[config.mk]
export PLATFORM = sky130hd
export DESIGN_NAME = spi_status_irq_crc_regs
export DESIGN_NICKNAME = d
export VERILOG_FILES = /design/src/core/spi_regs_pkg.sv /design/src/core/spi_status_irq_crc_regs.sv
export SDC_FILE = /design/constraint.sdc
export NUM_CORES = 1
export LEC_CHECK = 0
export BUFFER_PORTS_ARGS = -buffer_cell sky130_fd_sc_hd__clkbuf_2
export CELL_PAD_IN_SITES_DETAIL_PLACEMENT = 1
export CELL_PAD_IN_SITES_GLOBAL_PLACEMENT = 1
export CORE_MARGIN = 4
export CORE_UTILIZATION = 30
export CTS_CLUSTER_SIZE = 30
export DETAILED_ROUTE_END_ITERATION = 12
export GPL_ROUTABILITY_DRIVEN = 0
export PLACE_DENSITY_LB_ADDON = 0.3
export SETUP_SLACK_MARGIN = 0.05
export SYNTH_ARGS = -nofsm -noshare
export SYNTH_HDL_FRONTEND = slang
export SYNTH_SLANG_ARGS = --single-unit
[constraint.sdc]
create_clock -name i_clk -period 8.3 [get_ports i_clk]
set_input_delay 0.83 -clock i_clk [delete_from_list [all_inputs] [get_ports i_clk]]
set_output_delay 0.83 -clock i_clk [all_outputs]
set_load 0.005 [all_outputs]
[src/core/spi_regs_pkg.sv]
package spi_regs_pkg;

	// register byte offsets
	localparam logic [7:0] OFS_CONTROL   = 8'h04;
	localparam logic [7:0] OFS_IRQ_EN    = 8'h08;
	localparam logic [7:0] OFS_STATUS    = 8'h0c;
	localparam logic [7:0] OFS_DATA      = 8'h10;
	localparam logic [7:0] OFS_POLY      = 8'h14;
	localparam logic [7:0] OFS_RX_CRC    = 8'h18;
	localparam logic [7:0] OFS_TX_CRC    = 8'h1c;

	// control register fields
	localparam int BIT_SEND_CRC_NEXT     = 4;
	localparam int BIT_CRC_ENABLE        = 5;

	// interrupt enable fields
	localparam int BIT_WAKE_IE           = 4;
	localparam int BIT_FAULT_IE          = 5;
	localparam int BIT_RX_FULL_IE        = 6;
	localparam int BIT_TX_EMPTY_IE       = 7;

	// status fields
	localparam int BIT_RX_FULL           = 0;
	localparam int BIT_TX_EMPTY          = 1;
	localparam int BIT_WAKE              = 3;
	localparam int BIT_CRC_ERR           = 4;
	localparam int BIT_MODE_FAULT        = 5;
	localparam int BIT_OVERRUN           = 6;
	localparam int BIT_BUSY              = 7;

	// reset values
	localparam logic [31:0] RST_IRQ_EN   = 32'h0000_0000;
	localparam logic [31:0] RST_STATUS   = 32'h0000_022c;
	localparam logic [31:0] RST_DATA     = 32'h0000_0000;
	localparam logic [31:0] RST_POLY     = 32'h0000_0007;
	localparam logic [31:0] RST_CRC      = 32'h0000_0000;
	localparam logic [31:0] RST_CONTROL  = 32'h0000_0000;

endpackage : spi_regs_pkg

[src/core/spi_status_irq_crc_regs.sv]
`timescale 1ns/1ps

module spi_status_irq_crc_regs #(
	parameter int DATA_W = 8
) (
	input  wire logic              i_clk,
	input  wire logic              i_nrst,
	// register port
	input  wire logic [7:0]        i_addr,
	input  wire logic [31:0]       i_wdata,
	input  wire logic              i_wr,
	input  wire logic              i_rd,
	output logic      [31:0]       o_rdata,
	// shift engine side, same clock
	input  wire logic              i_if_enabled,
	input  wire logic              i_full_duplex,
	input  wire logic              i_busy,
	input  wire logic              i_rx_valid,
	input  wire logic              i_rx_is_crc,
	input  wire logic [DATA_W-1:0] i_rx_byte,
	input  wire logic              i_tx_taken,
	output logic                   o_tx_pending,
	output logic      [DATA_W-1:0] o_tx_byte,
	output logic                   o_tx_is_crc,
	input  wire logic              i_wake,
	input  wire logic              i_mode_fault,
	output logic                   o_irq
);

	// one step of a msb-first crc over a whole byte
	function automatic logic [DATA_W-1:0] crc_byte(
		input logic [DATA_W-1:0] crc,
		input logic [DATA_W-1:0] data,
		input logic [DATA_W-1:0] poly
	);
		logic [DATA_W-1:0] c;
		c = crc;
		for (int i = DATA_W - 1; i >= 0; i--) begin
			if (c[DATA_W-1] ^ data[i]) begin
				c = {c[DATA_W-2:0], 1'b0} ^ poly;
			end else begin
				c = {c[DATA_W-2:0], 1'b0};
			end
		end
		return c;
	endfunction : crc_byte

	logic [DATA_W-1:0] tx_data_r;
	logic              tx_full_r;
	logic [DATA_W-1:0] rx_data_r;
	logic              rx_full_r;
	logic [DATA_W-1:0] poly_r;
	logic [DATA_W-1:0] rx_crc_r;
	logic [DATA_W-1:0] tx_crc_r;
	logic              crc_en_r;
	logic              send_next_r;
	logic              wake_ie_r;
	logic              fault_ie_r;
	logic              rx_ie_r;
	logic              tx_ie_r;
	logic              wake_flag_r;
	logic              crc_err_r;
	logic              mode_fault_r;
	logic              overrun_r;
	logic [31:0]       rdata_r;

	// address decode
	wire wr_ctrl   = i_wr && (i_addr == spi_regs_pkg::OFS_CONTROL);
	wire wr_ie     = i_wr && (i_addr == spi_regs_pkg::OFS_IRQ_EN);
	wire wr_status = i_wr && (i_addr == spi_regs_pkg::OFS_STATUS);
	wire wr_data   = i_wr && (i_addr == spi_regs_pkg::OFS_DATA);
	wire wr_poly   = i_wr && (i_addr == spi_regs_pkg::OFS_POLY);
	wire rd_data   = i_rd && (i_addr == spi_regs_pkg::OFS_DATA);

	// clear-by-zero requests; a one written leaves the flag alone
	wire clr_wake  = wr_status && !i_wdata[spi_regs_pkg::BIT_WAKE];
	wire clr_crc   = wr_status && !i_wdata[spi_regs_pkg::BIT_CRC_ERR];
	wire clr_mode  = wr_status && !i_wdata[spi_regs_pkg::BIT_MODE_FAULT];
	wire clr_ovr   = wr_status && !i_wdata[spi_regs_pkg::BIT_OVERRUN];

	// checksum enable may only move while the interface is off
	wire crc_en_wr  = wr_ctrl && !i_if_enabled;
	wire crc_en_nxt = crc_en_wr ? i_wdata[spi_regs_pkg::BIT_CRC_ENABLE]
		: crc_en_r;
	wire crc_clear  = crc_en_wr && i_wdata[spi_regs_pkg::BIT_CRC_ENABLE];
	wire crc_active = crc_en_r && i_full_duplex;

	// receive and transmit side events
	wire rx_data_in   = i_rx_valid && !i_rx_is_crc;
	wire rx_crc_in    = i_rx_valid && i_rx_is_crc;
	wire rx_mismatch  = rx_crc_in && crc_active && (i_rx_byte != rx_crc_r);
	wire rx_overrun   = i_rx_valid && rx_full_r && !rd_data;
	wire tx_data_out  = i_tx_taken && !send_next_r;

	// status word as software sees it
	wire [7:0] status_word = {
		i_busy,
		overrun_r,
		mode_fault_r,
		crc_err_r,
		wake_flag_r,
		1'b0,
		!tx_full_r,
		rx_full_r
	};

	wire err_any = crc_err_r || mode_fault_r || overrun_r;

	// read mux; unmapped offsets answer zero
	logic [31:0] rd_mux;
	always_comb begin
		rd_mux = 32'h0000_0000;
		case (i_addr)
			spi_regs_pkg::OFS_CONTROL: begin
				rd_mux[spi_regs_pkg::BIT_SEND_CRC_NEXT] = send_next_r;
				rd_mux[spi_regs_pkg::BIT_CRC_ENABLE]    = crc_en_r;
			end
			spi_regs_pkg::OFS_IRQ_EN: begin
				rd_mux[spi_regs_pkg::BIT_WAKE_IE]     = wake_ie_r;
				rd_mux[spi_regs_pkg::BIT_FAULT_IE]    = fault_ie_r;
				rd_mux[spi_regs_pkg::BIT_RX_FULL_IE]  = rx_ie_r;
				rd_mux[spi_regs_pkg::BIT_TX_EMPTY_IE] = tx_ie_r;
			end
			spi_regs_pkg::OFS_STATUS: rd_mux[7:0] = status_word;
			spi_regs_pkg::OFS_DATA:   rd_mux[DATA_W-1:0] = rx_data_r;
			spi_regs_pkg::OFS_POLY:   rd_mux[DATA_W-1:0] = poly_r;
			spi_regs_pkg::OFS_RX_CRC: rd_mux[DATA_W-1:0] = rx_crc_r;
			spi_regs_pkg::OFS_TX_CRC: rd_mux[DATA_W-1:0] = tx_crc_r;
			default: rd_mux = 32'h0000_0000;
		endcase
	end

	// read data stands only in the cycle after the strobe
	always_ff @(posedge i_clk or negedge i_nrst) begin
		if (!i_nrst) begin
			rdata_r <= 32'h0000_0000;
		end else begin
			rdata_r <= i_rd ? rd_mux : 32'h0000_0000;
		end
	end

	// control and interrupt enable registers
	always_ff @(posedge i_clk or negedge i_nrst) begin
		if (!i_nrst) begin
			crc_en_r    <= spi_regs_pkg::RST_CONTROL[spi_regs_pkg::BIT_CRC_ENABLE];
			send_next_r <=
				spi_regs_pkg::RST_CONTROL[spi_regs_pkg::BIT_SEND_CRC_NEXT];
			wake_ie_r   <= spi_regs_pkg::RST_IRQ_EN[spi_regs_pkg::BIT_WAKE_IE];
			fault_ie_r  <= spi_regs_pkg::RST_IRQ_EN[spi_regs_pkg::BIT_FAULT_IE];
			rx_ie_r     <= spi_regs_pkg::RST_IRQ_EN[spi_regs_pkg::BIT_RX_FULL_IE];
			tx_ie_r     <= spi_regs_pkg::RST_IRQ_EN[spi_regs_pkg::BIT_TX_EMPTY_IE];
		end else begin
			crc_en_r <= crc_en_nxt;
			// the checksum byte going out ends the request; a new write wins
			if (wr_ctrl) begin
				send_next_r <= i_wdata[spi_regs_pkg::BIT_SEND_CRC_NEXT];
			end else if (i_tx_taken && send_next_r) begin
				send_next_r <= 1'b0;
			end
			if (wr_ie) begin
				wake_ie_r  <= i_wdata[spi_regs_pkg::BIT_WAKE_IE];
				fault_ie_r <= i_wdata[spi_regs_pkg::BIT_FAULT_IE];
				rx_ie_r    <= i_wdata[spi_regs_pkg::BIT_RX_FULL_IE];
				tx_ie_r    <= i_wdata[spi_regs_pkg::BIT_TX_EMPTY_IE];
			end
		end
	end

	// transmit buffer; a write in the cycle the engine takes a byte wins
	always_ff @(posedge i_clk or negedge i_nrst) begin
		if (!i_nrst) begin
			tx_data_r <= spi_regs_pkg::RST_DATA[DATA_W-1:0];
			tx_full_r <= 1'b0;
		end else begin
			if (wr_data) begin
				tx_data_r <= i_wdata[DATA_W-1:0];
				tx_full_r <= 1'b1;
			end else if (tx_data_out) begin
				tx_full_r <= 1'b0;
			end
		end
	end

	// receive buffer; a new byte in the cycle of a read keeps the flag set
	always_ff @(posedge i_clk or negedge i_nrst) begin
		if (!i_nrst) begin
			rx_data_r <= spi_regs_pkg::RST_DATA[DATA_W-1:0];
			rx_full_r <= 1'b0;
		end else begin
			if (i_rx_valid) begin
				rx_data_r <= i_rx_byte;
				rx_full_r <= 1'b1;
			end else if (rd_data) begin
				rx_full_r <= 1'b0;
			end
		end
	end

	// polynomial register
	always_ff @(posedge i_clk or negedge i_nrst) begin
		if (!i_nrst) begin
			poly_r <= spi_regs_pkg::RST_POLY[DATA_W-1:0];
		end else if (wr_poly) begin
			poly_r <= i_wdata[DATA_W-1:0];
		end
	end

	// running checksums; the received checksum byte is compared, not folded
	always_ff @(posedge i_clk or negedge i_nrst) begin
		if (!i_nrst) begin
			rx_crc_r <= spi_regs_pkg::RST_CRC[DATA_W-1:0];
			tx_crc_r <= spi_regs_pkg::RST_CRC[DATA_W-1:0];
		end else if (crc_clear) begin
			rx_crc_r <= '0;
			tx_crc_r <= '0;
		end else begin
			if (rx_data_in && crc_active) begin
				rx_crc_r <= crc_byte(rx_crc_r, i_rx_byte, poly_r);
			end
			if (tx_data_out && crc_active) begin
				tx_crc_r <= crc_byte(tx_crc_r, tx_data_r, poly_r);
			end
		end
	end

	// sticky flags: a hardware set beats a software clear in the same cycle
	always_ff @(posedge i_clk or negedge i_nrst) begin
		if (!i_nrst) begin
			wake_flag_r  <= spi_regs_pkg::RST_STATUS[spi_regs_pkg::BIT_WAKE];
			crc_err_r    <= spi_regs_pkg::RST_STATUS[spi_regs_pkg::BIT_CRC_ERR];
			mode_fault_r <= spi_regs_pkg::RST_STATUS[spi_regs_pkg::BIT_MODE_FAULT];
			overrun_r    <= spi_regs_pkg::RST_STATUS[spi_regs_pkg::BIT_OVERRUN];
		end else begin
			if (i_wake) begin
				wake_flag_r <= 1'b1;
			end else if (clr_wake) begin
				wake_flag_r <= 1'b0;
			end
			if (rx_mismatch) begin
				crc_err_r <= 1'b1;
			end else if (clr_crc) begin
				crc_err_r <= 1'b0;
			end
			if (i_mode_fault) begin
				mode_fault_r <= 1'b1;
			end else if (clr_mode) begin
				mode_fault_r <= 1'b0;
			end
			if (rx_overrun) begin
				overrun_r <= 1'b1;
			end else if (clr_ovr) begin
				overrun_r <= 1'b0;
			end
		end
	end

	// engine-facing outputs; crc byte replaces the buffer when requested
	assign o_tx_is_crc  = send_next_r;
	assign o_tx_byte    = send_next_r ? tx_crc_r : tx_data_r;
	assign o_tx_pending = tx_full_r || send_next_r;
	assign o_rdata      = rdata_r;

	// interrupt is a level, so clearing the source drops it
	wire irq_wake  = wake_ie_r && wake_flag_r;
	wire irq_fault = fault_ie_r && err_any;
	wire irq_rx    = rx_ie_r && rx_full_r;
	wire irq_tx    = tx_ie_r && !tx_full_r;
	assign o_irq   = irq_wake || irq_fault || irq_rx || irq_tx;
endmodule : spi_status_irq_crc_regs

==> results.json <==
{
  "grt_use_met2_pct": 29.9,
  "cellPowerDensity_nw_per_um2": 160,
  "yosys.area.top_type_share_pct": 23.9,
  "grt_antenna_before_repair": 0,
  "seq_power_share_pct": 33.4,
  "die-area_um2": 21400,
  "post-route-period-util_pct": 61.4,
  "post_cts_buffers": 0,
  "switchingPower_uw": 377,
  "synthCells": 687,
  "grtUsageMet1_pct": 25.0,
  "max_freq_mhz": 196,
  "area_growth_pct": 10.3,
  "ys_seq_area_share_pct": 26.2,
  "regArea_um2": 1510,
  "fin_nets": 774,
  "power.switching_fraction_pct": 37.2,
  "path_max_fanout": 12,
  "slew_headroom_pct": 25.6,
  "multi_input_area_um2": 3940,
  "hp-class": "reg -> reg",
  "via_count": 5248,
  "cts_max_level": 3,
  "dr.pass1.iters": 4,
  "synth_area_leaders": "dfrtp_1, xnor2_1, mux2_2",
  "ys.flop_type": "dfrtp_1",
  "wire_per_inst_um": 20.3,
  "cts_sinks": 60,
  "grt-ovfl-total": 0,
  "syn_area_per_cell_um2": 8.37,
  "outcome": "finished clean",
  "critical_path.top_delay_family": "XOR/XNOR gates",
  "cap_viol_max_count": 0,
  "cts-resized-gates": 0,
  "worst_pin_slew_ns": 1.12,
  "row_count": 50,
  "yosys.area.top_type": "dfrtp_1",
  "ctsHoldBuffers": 0,
  "tns_ns": 0,
  "post-dp-hpwl_um": 14300,
  "worstSetupPathType": "reg -> reg",
  "clock_latency_ns": 0.33,
  "track_usage_pct": 17.9,
  "grtUsageMet3_pct": 1.99,
  "fillers": 2295,
  "busiest_layer": "met2",
  "yosysUniqueCellTypes": 76,
  "dieHeight_um": 146,
  "path_buf_inv": 0,
  "async_reset_ff_share_pct": 100,
  "diodes": 0,
  "slowest_delay_ns": 0.81,
  "cts_buffer_depth": 2,
  "finalSetupViolCount": 0,
  "synth_commonest_cells": "nand2_1, xnor2_1, dfrtp_1",
  "p_leak_uw": 0.00252,
  "period_minus_slack_ns": 5.09,
  "worst-path-stages": 13,
  "cp_data_required_time_ns": 8.49,
  "cts_made_buffers": 9,
  "coreArea_um2": 18800,
  "wl_um": 19400,
  "path_clk_slew_ns": 0.06,
  "max-vdd-ir-drop_v": 0.000113,
  "worstHoldStart": "rx_data_r[0]",
  "yosys_warnings": 0,
  "grt_pass1_vias": 5455,
  "grt_pass1_wl_um": 31000,
  "viasPerCell": 5.51,
  "p_total_uw": 1020,
  "clock-root-buffer": "clkbuf_16",
  "p_comb_share_pct": 33.3,
  "rsz0062_at_grt": "no",
  "critical_path_arrival_ns": 5.28,
  "cts_tree": "built",
  "cp_slowest_cell": "xor2_1",
  "crit_start": "tx_crc_r[7]",
  "synthesis.area_um2": 5750,
  "yosysMostFrequentCell": "nand2_1",
  "grt_max_degree": 61,
  "start_kind": "flip-flop",
  "reg2reg_from": "tx_crc_r[7]",
  "die_x_um": 146,
  "cp-end-kind": "flip-flop",
  "final_max_slew_viol_count": 0,
  "synth_seq_cells": 60,
  "drc_errors": 0,
  "clock_power_share_pct": 33.2,
  "antenna_left": 0,
  "hold_violations": 0,
  "synth_edf_count": 0,
  "p_int_uw": 638,
  "drive_above_1_share_pct": 19.9,
  "hold_path_depth": 1,
  "drt_iter0_drc": 342,
  "portBuffers": 54,
  "finClkSkew_ns": 0.0104,
  "r2r_cells": 13,
  "start_util_pct": 30.6,
  "io_pins": 103,
  "path_cells": "xor2_1 -> a21oi_1 -> nor2_1 -> a2bb2o_1 -> o311a_1 -> mux2i_1 -> xor2_1 -> nand2_1 -> o221ai_2 -> xnor2_2 -> nand2_1 -> xnor2_1 -> a21oi_1"
}
registers in the layout, summed over array words and instances (netlist names):
register and flops:
tx_full_r 1, rx_full_r 1, o_rdata 8, tx_ie_r 1
tx_crc_r 8, fault_ie_r 1, rx_data_r 8, tx_data_r 8
o_tx_is_crc 1, rx_ie_r 1, wake_ie_r 1, poly_r 8
overrun_r 1, mode_fault_r 1, crc_err_r 1, rx_crc_r 8
crc_en_r 1, wake_flag_r 1
metal layers:
metal	part of all wire, %	vias to the layer above
met5	0	-
met4	1.6	0
met3	3.5	22
met2	48	121
met1	47	2645
li1	-	2460
kinds of logic after synthesis:
kind of cell	share of synthesized area, %
xor+xnor	18.7
mux	9.80
compound gates	19.0
buf+inv	6.70
other cells	0.0652
flops	26.2
simple gates	19.6
metrics by stage:
stage,instance area [um^2],utilization [%],setup slack [ns],std cells,hold WS (ns)
after floorplan,5830,-,4.28,710,0.468
after global placement,6070,32.4,3.16,937,0.493
after detailed placement,6070,32.4,3.03,937,0.502
after CTS,6340,33.8,3.24,953,0.514
after global routing,6340,33.8,2.86,953,0.535
final,6340,33.8,3.21,953,0.514
layout make-up:
class                           instances  area share (%)
Clock buffer                           10            3.61
Inverter                                6           0.355
Multi-Input combinational cell        578            62.1
Clock inverter                          6           0.651
Sequential cell                        60            23.8
Tap cell                              234            4.62
Timing Repair Buffer                   59            4.85
path summary, 6_finish.rpt:
kind / to / slack [ns]
worst max register to register: tx_crc_r[5] / 3.21
worst min-delay path: rx_data_r[0] / 0.51
worst min register to register: rx_data_r[0] / 0.51
min in group asynchronous: rx_full_r / 0.67
worst max-delay path: tx_crc_r[5] / 3.21
max in group asynchronous: tx_crc_r[1] / 7.12
placed cells by master, fill, tap and decap left out, types with 6 or more instances in the layout:
| cell type | n |
|---|---|
| dfrtp_1 | 55 |
| a21o_1 | 6 |
| nand2b_1 | 6 |
| nand3_1 | 27 |
| o211ai_1 | 11 |
| mux2_2 | 40 |
| xnor2_2 | 9 |
| xor2_1 | 25 |
| nand2_1 | 95 |
| clkbuf_2 | 54 |
| a211oi_1 | 6 |
| inv_1 | 6 |
| and2_1 | 6 |
| conb_1 | 24 |
| a21oi_1 | 30 |
| nor2_1 | 46 |
| nor3_1 | 24 |
| clkbuf_16 | 9 |
| o21ai_0 | 38 |
| mux2i_1 | 9 |
| xnor2_1 | 70 |
power groups by stage:
stage	clock network (uW)	registers, uW	logic, uW
2_1_floorplan	0	327	268
3_3_place_gp	0	342	325
3_5_place_dp	0	344	336
4_1_cts	343	339	338
5_1_grt	357	342	369
6_report	337	340	338
worst reg2reg max path: stages, from the launching register on:
cell and delay, ns:
dfrtp_1 0.50, xor2_1 0.81, a21oi_1 0.24, nor2_1 0.47, a2bb2o_1 0.24, o311a_1 0.32
mux2i_1 0.42, xor2_1 0.71, nand2_1 0.23, o221ai_2 0.27, xnor2_2 0.23, nand2_1 0.13
xnor2_1 0.28, a21oi_1 0.10
No activity file was read; power rests on OpenSTA's default activity.
